`src/design/pwm_saw_pkg.sv`:
```
// Constants, register map and field layout of the sawtooth PWM generator
package pwm_saw_pkg;

   ////////////////////////////////////////////////////////////////////////////
   // Register byte offsets on the APB slave
   localparam logic [7:0] OFS_TIMER_CTRL   = 8'h00;  // timer_control_a
   localparam logic [7:0] OFS_UNIT_MODE    = 8'h04;  // unit_mode_reg
   localparam logic [7:0] OFS_PERIOD_CMP   = 8'h08;  // period_compare
   localparam logic [7:0] OFS_PERIOD_BUF   = 8'h0C;  // period_buffer
   localparam logic [7:0] OFS_DUTY_CMP0    = 8'h10;  // duty_compare, phase 0 (phase n at +4n)
   localparam logic [7:0] OFS_DUTY_BUF0    = 8'h1C;  // duty_buffer, phase 0 (phase n at +4n)
   localparam logic [7:0] OFS_DEAD_TIME    = 8'h28;  // dead_time_value
   localparam logic [7:0] OFS_COUNTER      = 8'h2C;  // pwm_counter, read only
   localparam logic [7:0] OFS_STATUS       = 8'h30;  // live status, read only
   localparam logic [7:0] OFS_STRIDE       = 8'h04;  // Distance between phase registers

   ////////////////////////////////////////////////////////////////////////////
   // Field positions in timer_control_a
   localparam int CTRL_RUN_BIT     = 0;   // count_run
   localparam int CTRL_DTE_BIT     = 1;   // dead_time_enable
   localparam int CTRL_PBX_BIT     = 2;   // period_buffer_xfer_en
   localparam int CTRL_DDW_BIT     = 3;   // duty_direct_write_en
   localparam int CTRL_CKS_LSB     = 4;   // count_clock_select, 3 bits
   localparam int CTRL_OE_BIT      = 7;   // port_function_ctrl: outputs in control mode
   localparam int CTRL_W           = 8;   // Implemented width

   // Field positions in unit_mode_reg
   localparam int MODE_SEL_LSB     = 0;   // pwm_mode_select, 2 bits
   localparam int MODE_POL_BIT     = 4;   // output_polarity, 1 = active high
   localparam int MODE_W           = 5;   // Implemented width

   // Field positions in the status word
   localparam int STAT_FF_LSB      = 0;   // Phase flip-flops
   localparam int STAT_FIRST_BIT   = 3;   // Counter in its first cycle
   localparam int STAT_BUSY_LSB    = 4;   // Dead-time counters running
   localparam int STAT_UP_BIT      = 7;   // Counting direction

   ////////////////////////////////////////////////////////////////////////////
   // Reset values and fixed codes
   localparam logic [CTRL_W-1:0] CTRL_RST   = 8'h00;
   localparam logic [MODE_W-1:0] MODE_RST   = 5'h00;   // Sawtooth, active low
   localparam logic [15:0]       PERIOD_RST = 16'hFFFF;
   localparam logic [15:0]       DUTY_RST   = 16'h0000;
   localparam logic [9:0]        DT_RST     = 10'h000;
   localparam logic [9:0]        DT_IDLE    = 10'h3FF;  // Dead-time counter stopped
   localparam logic [1:0]        MODE_SAW   = 2'h0;     // Sawtooth (toothed wave)
   localparam logic [1:0]        MODE_TRI   = 2'h1;     // Asymmetric triangular

   // Counter run state, Gray coded along idle, first cycle, running
   typedef enum logic [1:0] {
      ST_IDLE  = 2'b00,
      ST_FIRST = 2'b01,
      ST_RUN   = 2'b11
   } run_state_e;

endpackage : pwm_saw_pkg

```
`src/design/sawtooth_pwm_dead_time.sv`:
```
// Three-phase complementary PWM generator with dead time and APB registers
`timescale 1ns/1ps

// Summary of operation
// - Counter counts up, period match clears, pulses irq
// - Period lasts period compare plus one ticks
// - Transfer disabled: period buffer never copied
// - Transfer enabled: buffer copied on period match
// - Duty buffers copied on every period match
// - Direct duty writes only when enabled
// - Period match sets each phase flip-flop
// - Duty match resets that phase flip-flop
// - Each flip-flop change loads dead-time counter
// - Dead-time counts to zero, all-ones, stops
// - Dead time lasts value plus one clocks
// - Active widths follow duty, period, dead time
// - Too-short active width gives no pulse
// - Dead time only while its enable set
// - Count run starts counter and outputs
// - Before start positive inactive, negative active
// - Polarity bit inverts levels, default active low
// - Flip-flops frozen during first counter cycle
// - Duty above period: never reset, stays active
// - Triangle: duty equal period matches counting down
module sawtooth_pwm_dead_time #(
   parameter int CNT_W  = 16,   // Counter and compare width
   parameter int DT_W   = 10,   // Dead-time counter width
   parameter int PHASES = 3     // Number of complementary phase pairs
) (
   input  wire logic               clk,
   input  wire logic               nrst,
   input  wire logic               psel,
   input  wire logic               penable,
   input  wire logic               pwrite,
   input  wire logic [7:0]         paddr,
   input  wire logic [31:0]        pwdata,
   output logic      [31:0]        prdata,
   output logic                    pready,
   output logic                    pslverr,
   output logic      [2*PHASES-1:0] phaseOutputs,
   output logic      [2*PHASES-1:0] phaseOe,
   output logic                    periodMatchIrq
);

   ////////////////////////////////////////////////////////////////////////////
   // Elaboration checks
   generate
      if (CNT_W != 16 || DT_W != 10 || PHASES < 1 || PHASES > 3) begin : g_badParam
         $error("sawtooth_pwm_dead_time: CNT_W must be 16, DT_W 10, PHASES 1 to 3");
      end
   endgenerate

   ////////////////////////////////////////////////////////////////////////////
   // Decode helper: address hit for a phase register
   function automatic logic phaseHit(input logic [7:0] addr, input logic [7:0] base, input int idx);
      logic [7:0] target;
      target = 8'(base + 8'(idx) * pwm_saw_pkg::OFS_STRIDE);
      return (addr == target);
   endfunction : phaseHit

   ////////////////////////////////////////////////////////////////////////////
   // Register state
   logic [pwm_saw_pkg::CTRL_W-1:0] timerCtrl_r;          // timer_control_a
   logic [pwm_saw_pkg::MODE_W-1:0] unitMode_r;           // unit_mode_reg
   logic [CNT_W-1:0]               periodCompare_r;      // Active period
   logic [CNT_W-1:0]               periodBuffer_r;       // Next period
   logic [CNT_W-1:0]               dutyCompare_r [PHASES]; // Active reset points
   logic [CNT_W-1:0]               dutyBuffer_r  [PHASES]; // Next reset points
   logic [DT_W-1:0]                deadTimeValue_r;      // Dead-time reload value
   logic [31:0]                    rdData_r;             // Captured read word
   logic                           slvErr_r;             // Captured unmapped flag

   // Counter state
   logic [CNT_W-1:0]               pwmCounter_r;         // Main counter
   logic [7:0]                     prescale_r;           // Count clock divider
   logic                           dirUp_r;              // Counting up
   pwm_saw_pkg::run_state_e        runState_r;           // Idle, first cycle, run
   logic                           irq_r;                // Registered match pulse

   // Per-phase state
   logic [PHASES-1:0]              phaseFf_r;            // 1 = positive phase active
   logic [DT_W-1:0]                deadTimeCounters_r [PHASES];
   logic [2*PHASES-1:0]            pinLevel_r;           // Registered pin levels

   ////////////////////////////////////////////////////////////////////////////
   // Control field taps
   wire              countRun      = timerCtrl_r[pwm_saw_pkg::CTRL_RUN_BIT];
   wire              deadTimeEn    = timerCtrl_r[pwm_saw_pkg::CTRL_DTE_BIT];
   wire              periodXferEn  = timerCtrl_r[pwm_saw_pkg::CTRL_PBX_BIT];
   wire              dutyDirectWe  = timerCtrl_r[pwm_saw_pkg::CTRL_DDW_BIT];
   wire [2:0]        countClockSel = timerCtrl_r[pwm_saw_pkg::CTRL_CKS_LSB +: 3];
   wire              controlMode   = timerCtrl_r[pwm_saw_pkg::CTRL_OE_BIT];
   wire [1:0]        pwmModeSel    = unitMode_r[pwm_saw_pkg::MODE_SEL_LSB +: 2];
   wire              outPolarity   = unitMode_r[pwm_saw_pkg::MODE_POL_BIT];
   wire              triMode       = (pwmModeSel == pwm_saw_pkg::MODE_TRI);

   ////////////////////////////////////////////////////////////////////////////
   // APB decode
   wire              accessPhase = psel & penable;
   wire              setupPhase  = psel & ~penable;
   wire              wrAccess    = accessPhase & pwrite;
   wire              selCtrl     = (paddr == pwm_saw_pkg::OFS_TIMER_CTRL);
   wire              selMode     = (paddr == pwm_saw_pkg::OFS_UNIT_MODE);
   wire              selPerCmp   = (paddr == pwm_saw_pkg::OFS_PERIOD_CMP);
   wire              selPerBuf   = (paddr == pwm_saw_pkg::OFS_PERIOD_BUF);
   wire              selDead     = (paddr == pwm_saw_pkg::OFS_DEAD_TIME);
   wire              selCnt      = (paddr == pwm_saw_pkg::OFS_COUNTER);
   wire              selStat     = (paddr == pwm_saw_pkg::OFS_STATUS);
   wire [PHASES-1:0] selDutyCmp;                         // Per-phase compare select
   wire [PHASES-1:0] selDutyBuf;                         // Per-phase buffer select
   wire [31:0]       dutyRdChain [PHASES+1];             // Read mux chain
   wire [PHASES-1:0] dtBusy;                             // Dead-time counter running
   wire              anyDutySel  = |{selDutyCmp, selDutyBuf};
   wire              addrValid   = selCtrl | selMode | selPerCmp | selPerBuf | selDead
                                   | selCnt | selStat | anyDutySel;

   // Status word of live state
   wire [31:0]       statusWord  = 32'({dirUp_r, 3'(dtBusy), 1'(runState_r == pwm_saw_pkg::ST_FIRST),
                                        3'(phaseFf_r)});

   // Read selection of the fixed registers
   assign dutyRdChain[0] = selCtrl   ? 32'(timerCtrl_r) :
                           selMode   ? 32'(unitMode_r) :
                           selPerCmp ? 32'(periodCompare_r) :
                           selPerBuf ? 32'(periodBuffer_r) :
                           selDead   ? 32'(deadTimeValue_r) :
                           selCnt    ? 32'(pwmCounter_r) :
                           selStat   ? statusWord : 32'h0000_0000;

   ////////////////////////////////////////////////////////////////////////////
   // Counter clock prescaler: one tick every 2^select system clocks
   wire [7:0]        prescaleMask = ~(8'hFF << countClockSel);
   wire              running      = (runState_r != pwm_saw_pkg::ST_IDLE);
   wire              tick         = running & ((prescale_r & prescaleMask) == prescaleMask);
   wire [7:0]        prescaleNxt  = running ? 8'(prescale_r + 8'h01) : 8'h00;

   ////////////////////////////////////////////////////////////////////////////
   // Counter events
   wire              atPeriod   = (pwmCounter_r == periodCompare_r);
   wire              atZero     = (pwmCounter_r == '0);
   wire              periodHit  = tick & atPeriod & (dirUp_r | ~triMode);
   wire              zeroHit    = tick & triMode & ~dirUp_r & atZero;
   wire              reloadEv   = periodHit | zeroHit;
   wire              cycleEnd   = triMode ? zeroHit : periodHit;
   wire              phaseLive  = (runState_r == pwm_saw_pkg::ST_RUN);

   // Next counter value: sawtooth wraps to zero, triangle turns round
   wire [CNT_W-1:0]  cntUp      = CNT_W'(pwmCounter_r + 1'b1);
   wire [CNT_W-1:0]  cntDown    = CNT_W'(pwmCounter_r - 1'b1);
   wire              goDown     = triMode & (dirUp_r ? periodHit : ~zeroHit);
   wire [CNT_W-1:0]  cntStep    = (~triMode & periodHit) ? '0 : (goDown ? cntDown : cntUp);
   wire [CNT_W-1:0]  counterNxt = ~running ? '0 : (tick ? cntStep : pwmCounter_r);
   wire              dirUpNxt   = ~running | (triMode ? (dirUp_r ? ~periodHit : zeroHit) : 1'b1);

   // Period compare source: hardware reload, then software write
   wire              perCmpWr   = wrAccess & selPerCmp;
   wire [CNT_W-1:0]  periodCmpNxt = (reloadEv & periodXferEn) ? periodBuffer_r :
                                    perCmpWr ? pwdata[CNT_W-1:0] : periodCompare_r;

   ////////////////////////////////////////////////////////////////////////////
   // Run state: idle until count run, first cycle frozen, then running
   pwm_saw_pkg::run_state_e runStateNxt;
   always_comb begin
      runStateNxt = runState_r;
      case (runState_r)
         pwm_saw_pkg::ST_IDLE: begin
            if (countRun) runStateNxt = pwm_saw_pkg::ST_FIRST;
         end
         pwm_saw_pkg::ST_FIRST: begin
            if (!countRun) runStateNxt = pwm_saw_pkg::ST_IDLE;
            else if (cycleEnd) runStateNxt = pwm_saw_pkg::ST_RUN;
         end
         pwm_saw_pkg::ST_RUN: begin
            if (!countRun) runStateNxt = pwm_saw_pkg::ST_IDLE;
         end
         default: begin
            runStateNxt = pwm_saw_pkg::ST_IDLE;
         end
      endcase
   end

   ////////////////////////////////////////////////////////////////////////////
   // Per-phase logic: compare, flip-flop, dead time, pin levels
   genvar gi;
   generate
      for (gi = 0; gi < PHASES; gi++) begin : g_phase
         // Register selects for this phase
         assign selDutyCmp[gi] = phaseHit(paddr, pwm_saw_pkg::OFS_DUTY_CMP0, gi);
         assign selDutyBuf[gi] = phaseHit(paddr, pwm_saw_pkg::OFS_DUTY_BUF0, gi);
         assign dutyRdChain[gi+1] = selDutyCmp[gi] ? 32'(dutyCompare_r[gi]) :
                                    selDutyBuf[gi] ? 32'(dutyBuffer_r[gi]) : dutyRdChain[gi];

         // Duty match; a value above the period never matches
         wire dutyHit   = tick & (pwmCounter_r == dutyCompare_r[gi]);
         // Triangle: equality at the top, or any match above zero on the way down, resets
         wire downMatch = dutyHit & (atPeriod | (~dirUp_r & ~atZero));
         wire upMatch   = dutyHit & ~downMatch;
         // Reset wins over a coincident set
         wire rstEv     = phaseLive & (triMode ? downMatch : dutyHit);
         wire setEv     = ~rstEv & (triMode ? (phaseLive & upMatch) : periodHit);
         wire ffNxt     = rstEv ? 1'b0 : (setEv ? 1'b1 : phaseFf_r[gi]);

         // Dead-time counter: reload only when the flip-flop changes, so a repeated set keeps the level
         wire [DT_W-1:0] dtCur = deadTimeCounters_r[gi];
         wire [DT_W-1:0] dtDec = (dtCur == pwm_saw_pkg::DT_IDLE) ? dtCur : DT_W'(dtCur - 1'b1);
         wire [DT_W-1:0] dtNxt = ~deadTimeEn ? pwm_saw_pkg::DT_IDLE :
                                 (ffNxt != phaseFf_r[gi]) ? deadTimeValue_r : dtDec;
         assign dtBusy[gi] = (dtCur != pwm_saw_pkg::DT_IDLE);

         // Active levels are held off while the dead time runs
         wire posActive = phaseFf_r[gi] & ~dtBusy[gi];
         wire negActive = ~phaseFf_r[gi] & ~dtBusy[gi];
         wire posPin    = outPolarity ? posActive : ~posActive;
         wire negPin    = outPolarity ? negActive : ~negActive;

         // Duty compare source: hardware reload first, then permitted write
         wire dutyWr    = wrAccess & selDutyCmp[gi] & dutyDirectWe;
         wire [CNT_W-1:0] dutyCmpNxt = reloadEv ? dutyBuffer_r[gi] :
                                       dutyWr ? pwdata[CNT_W-1:0] : dutyCompare_r[gi];
         wire [CNT_W-1:0] dutyBufNxt = (wrAccess & selDutyBuf[gi]) ? pwdata[CNT_W-1:0] : dutyBuffer_r[gi];

         // Phase flip-flop and dead-time counter
         always_ff @(posedge clk) begin
            if (!nrst) begin
               phaseFf_r[gi]          <= 1'b0;
               deadTimeCounters_r[gi] <= pwm_saw_pkg::DT_IDLE;
            end else begin
               phaseFf_r[gi]          <= ffNxt;
               deadTimeCounters_r[gi] <= dtNxt;
            end
         end

         // Duty compare and buffer registers
         always_ff @(posedge clk) begin
            if (!nrst) begin
               dutyCompare_r[gi] <= pwm_saw_pkg::DUTY_RST;
               dutyBuffer_r[gi]  <= pwm_saw_pkg::DUTY_RST;
            end else begin
               dutyCompare_r[gi] <= dutyCmpNxt;
               dutyBuffer_r[gi]  <= dutyBufNxt;
            end
         end

         // Registered pin levels: even index positive, odd index negative
         always_ff @(posedge clk) begin
            if (!nrst) begin
               pinLevel_r[2*gi]   <= 1'b1;
               pinLevel_r[2*gi+1] <= 1'b0;
            end else begin
               pinLevel_r[2*gi]   <= posPin;
               pinLevel_r[2*gi+1] <= negPin;
            end
         end
      end
   endgenerate

   ////////////////////////////////////////////////////////////////////////////
   // Control and mode registers
   always_ff @(posedge clk) begin
      if (!nrst) begin
         timerCtrl_r <= pwm_saw_pkg::CTRL_RST;
         unitMode_r  <= pwm_saw_pkg::MODE_RST;
      end else begin
         if (wrAccess & selCtrl) timerCtrl_r <= pwdata[pwm_saw_pkg::CTRL_W-1:0];
         if (wrAccess & selMode) unitMode_r  <= pwdata[pwm_saw_pkg::MODE_W-1:0];
      end
   end

   ////////////////////////////////////////////////////////////////////////////
   // Period compare, period buffer and dead-time value
   always_ff @(posedge clk) begin
      if (!nrst) begin
         periodCompare_r <= pwm_saw_pkg::PERIOD_RST;
         periodBuffer_r  <= pwm_saw_pkg::PERIOD_RST;
         deadTimeValue_r <= pwm_saw_pkg::DT_RST;
      end else begin
         periodCompare_r <= periodCmpNxt;
         if (wrAccess & selPerBuf) periodBuffer_r  <= pwdata[CNT_W-1:0];
         if (wrAccess & selDead)   deadTimeValue_r <= pwdata[DT_W-1:0];
      end
   end

   ////////////////////////////////////////////////////////////////////////////
   // Counter, prescaler, direction, run state and match pulse
   always_ff @(posedge clk) begin
      if (!nrst) begin
         pwmCounter_r <= '0;
         prescale_r   <= 8'h00;
         dirUp_r      <= 1'b1;
         runState_r   <= pwm_saw_pkg::ST_IDLE;
         irq_r        <= 1'b0;
      end else begin
         pwmCounter_r <= counterNxt;
         prescale_r   <= prescaleNxt;
         dirUp_r      <= dirUpNxt;
         runState_r   <= runStateNxt;
         irq_r        <= periodHit;
      end
   end

   ////////////////////////////////////////////////////////////////////////////
   // APB read capture in the setup cycle; answer in the access cycle
   always_ff @(posedge clk) begin
      if (!nrst) begin
         rdData_r <= 32'h0000_0000;
         slvErr_r <= 1'b0;
      end else if (setupPhase) begin
         rdData_r <= (pwrite | ~addrValid) ? 32'h0000_0000 : dutyRdChain[PHASES];
         slvErr_r <= ~addrValid;
      end
   end

   ////////////////////////////////////////////////////////////////////////////
   // Outputs
   assign prdata         = rdData_r;
   assign pready         = accessPhase;
   assign pslverr        = accessPhase & slvErr_r;
   assign periodMatchIrq = irq_r;
   assign phaseOutputs   = pinLevel_r;
   assign phaseOe        = {(2*PHASES){controlMode}};

endmodule : sawtooth_pwm_dead_time

```
`config.mk`:
```
export PLATFORM = sky130hd
export DESIGN_NAME = sawtooth_pwm_dead_time
export DESIGN_NICKNAME = d
export VERILOG_FILES = /design/src/design/pwm_saw_pkg.sv /design/src/design/sawtooth_pwm_dead_time.sv
export SDC_FILE = /design/constraint.sdc
export NUM_CORES = 1
export LEC_CHECK = 0
export BUFFER_PORTS_ARGS = -buffer_cell sky130_fd_sc_hd__buf_4
export CAP_MARGIN = 20
export CORE_ASPECT_RATIO = 0.75
export CORE_MARGIN = 2
export CORE_UTILIZATION = 45
export CTS_CLUSTER_SIZE = 8
export DETAILED_ROUTE_END_ITERATION = 8
export GPL_TIMING_DRIVEN = 0
export PLACE_DENSITY = 0.61
export REMOVE_ABC_BUFFERS = 1
export SYNTH_ARGS = -nofsm -noshare
export SYNTH_HDL_FRONTEND = slang
export SYNTH_SLANG_ARGS = --single-unit
export TNS_END_PERCENT = 30
```
`constraint.sdc`:
```
create_clock -name clk -period 8 [get_ports clk]
set_input_delay 0.8 -clock clk [delete_from_list [all_inputs] [get_ports clk]]
set_output_delay 0.8 -clock clk [all_outputs]
set_load 0.02 [all_outputs]
```
==> results of run 1 <==
==> layout make-up <==
type / instances / share of cell area (%)
Clock buffer: 39 / 6.48
Clock inverter: 1 / 0.0344
Inverter: 18 / 0.464
Multi-Input combinational cell: 1237 / 52.5
Sequential cell: 234 / 32.2
Tap cell: 385 / 3.31
Timing Repair Buffer: 76 / 5.03
==> registers in the layout, summed over array words and instances (netlist names), 7 cells and up <==
name and cells:
deadTimeCounters_r 30, deadTimeValue_r 10, dutyBuffer_r 48, dutyCompare_r 48, periodBuffer_r 16, periodCompare_r 16
prdata 16, prescale_r 7, pwmCounter_r 16, timerCtrl_r 8
==> layout by cell type, fill, tap and decap left out, types with 7 or more instances in the layout <==
master     instances
a21boi_0          68
nor2_1            90
xor2_1            68
buf_4             63
a21oi_1           44
or3_1             16
clkbuf_16         37
inv_1             18
nand4_1           14
and2_1            12
nand2_1          364
buf_16             7
nor3_1            27
nor4_1            28
o211a_1           49
and3_1            24
nand2b_1           7
a31oi_1            7
mux2i_1           73
mux2_2             7
nor2b_1            9
nand3_1           63
xnor2_1           44
conb_1            16
a22oi_1           16
ha_1              21
a221oi_1          25
dfxtp_1          234
o21ai_0           53
==> how the worst max path moves through the flow <==
stage / slack (ns) / cells past startpoint / from / end
2_1_floorplan: 2.46 / 8 / prescale_r[0]$_SDFF_PN0_ / periodCompare_r[0]$_SDFFE_PN1P_
3_3_place_gp: -0.41 / 8 / pwmCounter_r[6]$_SDFFE_PN0N_ / periodCompare_r[12]$_SDFFE_PN1P_
3_5_place_dp: 2.30 / 14 / pwmCounter_r[1]$_SDFFE_PN0N_ / pwmCounter_r[15]$_SDFFE_PN0N_
4_1_cts: 2.24 / 14 / pwmCounter_r[1]$_SDFFE_PN0N_ / pwmCounter_r[15]$_SDFFE_PN0N_
5_1_grt: 1.84 / 14 / pwmCounter_r[1]$_SDFFE_PN0N_ / pwmCounter_r[15]$_SDFFE_PN0N_
6_report: 2.07 / 14 / pwmCounter_r[1]$_SDFFE_PN0N_ / pwmCounter_r[15]$_SDFFE_PN0N_
==> power by group through the flow <==
| stage | Clock, W | Combinational [W] | Sequential, W |
|---|---|---|---|
| 2_1_floorplan | 0 | 0.0000298 | 0.00119 |
| 3_3_place_gp | 0 | 0.0000892 | 0.00119 |
| 3_5_place_dp | 0 | 0.0000909 | 0.00119 |
| 4_1_cts | 0.00136 | 0.0000910 | 0.00117 |
| 5_1_grt | 0.00141 | 0.0000985 | 0.00117 |
| 6_report | 0.00133 | 0.0000940 | 0.00117 |
==> layer usage <==
layer  GRT usage [%]  wire (um)  vias up
li1                -          -     5560
met1            43.7      20700     5544
met2            38.9      16700      464
met3            6.44       4190       77
met4            8.19       1140        0
met5               0          0        -
==> kinds of logic after synthesis <==
logic type               count (synthesis)
multiplexers                            80
XOR/XNOR                               112
adder cells (fa/ha/maj)                 22
AND/OR/NAND/NOR                        691
flip-flops                             234
buffers and inverters                  161
other                                    1
AO/OA/AOI/OAI                          316
==> stage by stage <==
stage          area [um2]  std cells  utilization [%]
4_1_cts             14500       1988             51.5
3_5_place_dp        13600       1948             48.1
2_1_floorplan       12300       1489                -
6_report            14600       1990             51.7
5_1_grt             14600       1990             51.7
3_3_place_gp        13300       1933             47.1
==> worst max-delay path: cells and delay by family (launching register included) <==
| family | cells | cell delay [ns] |
|---|---|---|
| AO/OA/AOI/OAI | 7 | 2.20 |
| XOR/XNOR | 2 | 0.34 |
| adder cells (fa/ha/maj) | 1 | 0.38 |
| flip-flops | 1 | 0.80 |
| AND/OR/NAND/NOR | 4 | 2.11 |
==> cells in the mapped netlist, types with 3 or more instances <==
cell / number
buf_4: 22
a31oi_1: 7
o211ai_1: 5
or4_1: 4
o22ai_1: 3
a222oi_1: 4
ha_1: 21
nor2_1: 91
nor4_1: 30
xnor2_1: 44
dfxtp_1: 234
nor3_1: 29
o311a_1: 3
nand2b_1: 7
buf_2: 4
o21ai_0: 54
o21a_1: 3
a221o_1: 3
a22oi_1: 16
a211oi_1: 4
mux2_2: 7
o211a_1: 49
nand3_1: 63
buf_6: 3
and3_1: 24
inv_1: 18
o21ai_1: 4
buf_1: 5
nor4b_1: 5
nand4_1: 14
nor2b_1: 9
nand2_1: 364
or3_1: 16
clkbuf_1: 107
a221oi_1: 25
xor2_1: 68
o41ai_1: 3
and2_1: 12
a21boi_0: 68
a21oi_1: 45
mux2i_1: 73
==> flow_summary.json, run 1 <==
{
  "outcome": "finished, final reports clean",
  "layout_min_cycle_time_ns": 5.93,
  "swShare_pct": 22.5,
  "final-seq-area_um2": 4680,
  "synth_edf_count": 0,
  "p_comb_share_pct": 3.6,
  "vias": 11600,
  "crit_fanout": 17,
  "synth_cells": 1617,
  "synth_area_leader_cell": "dfxtp_1",
  "max_freq_ghz": 0.169,
  "finalMaxSlewViolations": 0,
  "synth_area_leaders": "dfxtp_1 36%, nand2_1 11%, mux2i_1 5.6%",
  "ys_ff_latch": 234,
  "power.share.clock_pct": 51.4,
  "drc": 0,
  "holdWs_ns": 0.449,
  "min_period_over_period_pct": 74.1,
  "area_growth_pct": 12.5,
  "syn_avg_cell_area_um2": 8.01,
  "yosysSeqAreaShare_pct": 36.2,
  "finalHoldViolCount": 0,
  "pwr-share-seq_pct": 45.0,
  "rsz0062_at_grt": "no",
  "start_util_pct": 45.9,
  "root_buffer": "clkbuf_16",
  "path_clk_slew_ns": 0.05,
  "reg2reg_depth": 14,
  "n_antenna_cell": 0,
  "synth_simple_gate_area_share_pct": 24.3,
  "die_area_um2": 30200,
  "dr.pass1.iters": 8,
  "hpwlAfterDp_mm": 29.8,
  "drive_gt1_share_pct": 9.10,
  "nNetsFinal": 1669,
  "p_int_w": 0.00201,
  "worst_slack_ns": 2.07,
  "netlist-cell-type-count": 78,
  "p_sw_w": 0.000585,
  "clk_path_buf_depth": 3,
  "die-width_um": 200,
  "crit_required_ns": 8.42,
  "irDropWorstVdd_uv": 114,
  "initialDrtViolationCount": 1146,
  "detail_route.wl_per_cell_um": 21.5,
  "postSynth.topFlopCell": "dfxtp_1",
  "hold_depth": 2,
  "clock_skew_ns": 0.0132,
  "ctsHtreeMaxLevel": 2,
  "io_pins": 92,
  "synthMuxAreaShare_pct": 6.25,
  "worst_pin_slew_ns": 1.03,
  "total_power_w": 0.00260,
  "grt_antenna_before_repair": 0,
  "ant_nets": 0,
  "min_from": "prdata[0]$_SDFFE_PN0P_",
  "drt_wl_total_mm": 42.7,
  "place_congestion": 1.01,
  "syn_area_um2": 12900,
  "setup_tns_ns": 0,
  "cpMaxStageDelayCell": "nor4_1",
  "cts_buffers": 35,
  "vias_per_cell": 5.85,
  "pre_cts_ws_ns": 2.30,
  "cts_resized": 0,
  "worstPathArrival_ns": 6.35,
  "grt_first_pass_wirelength_mm": 64.5,
  "synth_fa_ha_area_share_pct": 2.18,
  "grt_overflow": 0,
  "holdPathEnd": "prdata[0]$_SDFFE_PN0P_",
  "n_fill_cell": 2716,
  "synthXorXnorAreaFrac_pct": 7.58,
  "ctsHoldBuffers": 0,
  "p_per_area_nw_per_um2": 178,
  "synth-compound-area-share_pct": 17.9,
  "cts_tree": "done",
  "synth_top_area_share_pct": 36.2,
  "core-area_um2": 28200,
  "max_cap_violations": 0,
  "r2r-end": "pwmCounter_r[15]$_SDFFE_PN0N_",
  "postCtsSetupBuffers": 0,
  "r2r_setup_slack_ns": 2.07,
  "slowest_delay_ns": 0.89,
  "io_buffers": 59,
  "synth_top_family_by_area": "simple AND/OR/NAND/NOR gates",
  "cts.sinks": 234,
  "setup_viol": 0,
  "grt_usage_pct": 28.4,
  "multi_input_area_um2": 7650,
  "critPathMostFrequentCell": "o21ai_0",
  "slew_headroom_pct": 30.9,
  "rows": 53,
  "critPathKind": "flop to flop",
  "hold_path_class": "flop to flop",
  "die_y_um": 151,
  "cellLeakagePower_nw": 6.24,
  "endpoint_kind": "flop",
  "crit_chain": "xnor2_1 > nand4_1 > nor4_1 > nor3b_1 > o2bb2ai_2 > ha_1 > a211oi_1 > o21ai_0 > a221oi_1 > o21ai_0 > o41ai_1 > xor2_1 > or4_1 > a31oi_1",
  "first_global_vias": 10700,
  "yosys_warnings": 0,
  "worstSetupStartpointType": "flop",
  "r2r_start": "pwmCounter_r[1]$_SDFFE_PN0N_",
  "grt_max_degree": 122,
  "async_flop_share_pct": 0,
  "clock_latency_ns": 0.51
}
Power figures use the tool's default switching activity.
==> run 2: changes to the inputs <==
Settings changed: PLACE_DENSITY 0.61 to 0.64.
Clock period 8 ns to 5.01 ns, I/O delays scaled along.
==> flow_summary.json, run 2 (synthesis gave the netlist of run 1 again) <==
{
  "postCtsSetupBuffers": 0,
  "clock_latency_ns": 0.52,
  "rows": 53,
  "wl_met2_mm": 17.1,
  "drc": 0,
  "crit_required_ns": 5.44,
  "first_global_vias": 10700,
  "drt_wl_total_mm": 42.3,
  "root_buffer": "clkbuf_16",
  "dr.pass1.iters": 6,
  "cellLeakagePower_nw": 6.25,
  "setup_tns_ns": 0,
  "r2r_start": "pwmCounter_r[10]$_SDFFE_PN0N_",
  "slew_headroom_pct": 28.0,
  "detail_route.wl_per_cell_um": 21.3,
  "path_clk_slew_ns": 0.05,
  "cts_tree": "done",
  "fin_cells": 1989,
  "setup_viol": 0,
  "layout_min_cycle_time_ns": 4.82,
  "layout_commonest_cell": "nand2_1",
  "ant_nets": 0,
  "finalHoldViolCount": 0,
  "cp-startpoint": "pwmCounter_r[10]$_SDFFE_PN0N_",
  "vias": 11700,
  "multi_input_area_um2": 7690,
  "min_period_over_period_pct": 96.2,
  "cts_buffers": 35,
  "placed_cells": 1949,
  "n_antenna_cell": 0,
  "ctsHtreeMaxLevel": 2,
  "worstPathArrival_ns": 5.25,
  "reg2reg_depth": 15,
  "clock_skew_ns": 0.0160,
  "drt-met1-wl_mm": 19.6,
  "cts.sinks": 234,
  "clk_path_buf_depth": 3,
  "final-seq-area_um2": 4710,
  "max_cap_violations": 0,
  "critPathKind": "flop to flop",
  "nNetsFinal": 1670,
  "die_y_um": 151,
  "io_pins": 92,
  "r2r-end": "pwmCounter_r[15]$_SDFFE_PN0N_",
  "max_freq_ghz": 0.208,
  "r2r_setup_slack_ns": 0.19,
  "cp-endpoint": "pwmCounter_r[15]$_SDFFE_PN0N_",
  "worstSetupStartpointType": "flop",
  "layout.cells.most_common_list": "364 x nand2_1, 218 x dfxtp_1, 90 x nor2_1",
  "endpoint_kind": "flop",
  "ctsHoldBuffers": 0,
  "hpwlAfterDp_mm": 29.7,
  "grt_first_pass_wirelength_mm": 64.2,
  "grt_antenna_before_repair": 0,
  "grt_overflow": 0,
  "hold_depth": 2,
  "outcome": "finished, final reports clean",
  "top_layer": "met4",
  "finalMaxSlewViolations": 0,
  "drive_gt1_share_pct": 10.4,
  "io_buffers": 59,
  "place_congestion": 1.00,
  "initialDrtViolationCount": 1315,
  "vias_per_cell": 5.88,
  "wl_met3_mm": 4.39,
  "crit_fanout": 9,
  "p_per_area_nw_per_um2": 283,
  "final_core_util_pct": 51.7,
  "die_area_um2": 30200,
  "grt_max_degree": 134,
  "n_fill_cell": 2659,
  "hold_path_class": "input pin to flop",
  "worst_pin_slew_ns": 1.07,
  "irDropWorstVdd_uv": 202,
  "die-width_um": 200,
  "reg_top3": "dutyBuffer_r x48, dutyCompare_r x48, deadTimeCounters_r x30",
  "total_power_w": 0.00412,
  "grt_usage_pct": 28.2,
  "area_growth_pct": 12.5,
  "start_util_pct": 45.9,
  "core-area_um2": 28200
}
## run 2: cell types whose count changed in the layout (fill, tap and decap cells not counted), sizes merged
| cell | previous run | this run |
|---|---|---|
| buf | 76 | 77 |
| clkbuf | 39 | 37 |
## run 2: timing repair
item | in CTS | in global routing
cloned | 0 | 0
pin swaps | 0 | 1
endpoints found under the setup margin | 3 | 1
gates resized for setup | 21 | 6
## run 2: layout make-up
| class | instances | share of cell area (%) |
|---|---|---|
| Inverter | 18 | 0.464 |
| Sequential cell | 234 | 32.3 |
| Multi-Input combinational cell | 1237 | 52.8 |
| Timing Repair Buffer | 77 | 4.70 |
| Tap cell | 385 | 3.31 |
| Clock inverter | 1 | 0.0601 |
| Clock buffer | 37 | 6.35 |
## run 2: stage by stage
stage	hold WS [ns]	instance area, um2	worst slack, ns
6_report	0.289	14600	0.191
5_1_grt	0.311	14600	-0.0399
4_1_cts	0.289	14500	0.0115
3_5_place_dp	0.450	13500	-0.795
3_3_place_gp	0.440	13300	-3.13
2_1_floorplan	0.427	12300	-0.531
## run 2: report_power, final
part           internal [W]  leakage [nW]  switching [W]
combinational     0.0000417          3.89       0.000107
sequential          0.00186          1.90    0.000000609
clock               0.00129         0.460       0.000823
total               0.00319          6.25       0.000930
## run 2: worst min-delay path by stage
stage                             startpoint                         endpoint
CTS                                     nrst  periodBuffer_r[13]$_SDFFE_PN1P_
global route                            nrst  periodBuffer_r[13]$_SDFFE_PN1P_
floorplan           prescale_r[0]$_SDFF_PN0_         prescale_r[0]$_SDFF_PN0_
global placement    prescale_r[0]$_SDFF_PN0_         prescale_r[0]$_SDFF_PN0_
detailed placement    prdata[5]$_SDFFE_PN0P_           prdata[5]$_SDFFE_PN0P_
finish                                  nrst  periodBuffer_r[13]$_SDFFE_PN1P_
## run 2: critical path, cell delays in order, from the launching register on
cell and delay [ns]:
dfxtp_2 0.55, xnor2_1 0.20, nand4_1 0.18, nor4_4 0.47, nor3b_4 0.37, o2bb2ai_2 0.30
buf_4 0.27, ha_1 0.27, a211oi_2 0.30, o21ai_0 0.22, a221oi_2 0.32, o21ai_0 0.23
o41ai_2 0.34, xor2_1 0.14, or4_1 0.41, a31oi_1 0.17
## run 2: layer usage
layer  GRT usage [%]  vias to the layer above
met4            8.48                        0
met3            6.70                       84
met1            42.2                     5529
li1                -                     5559
met5               0                        -
met2            39.4                      520
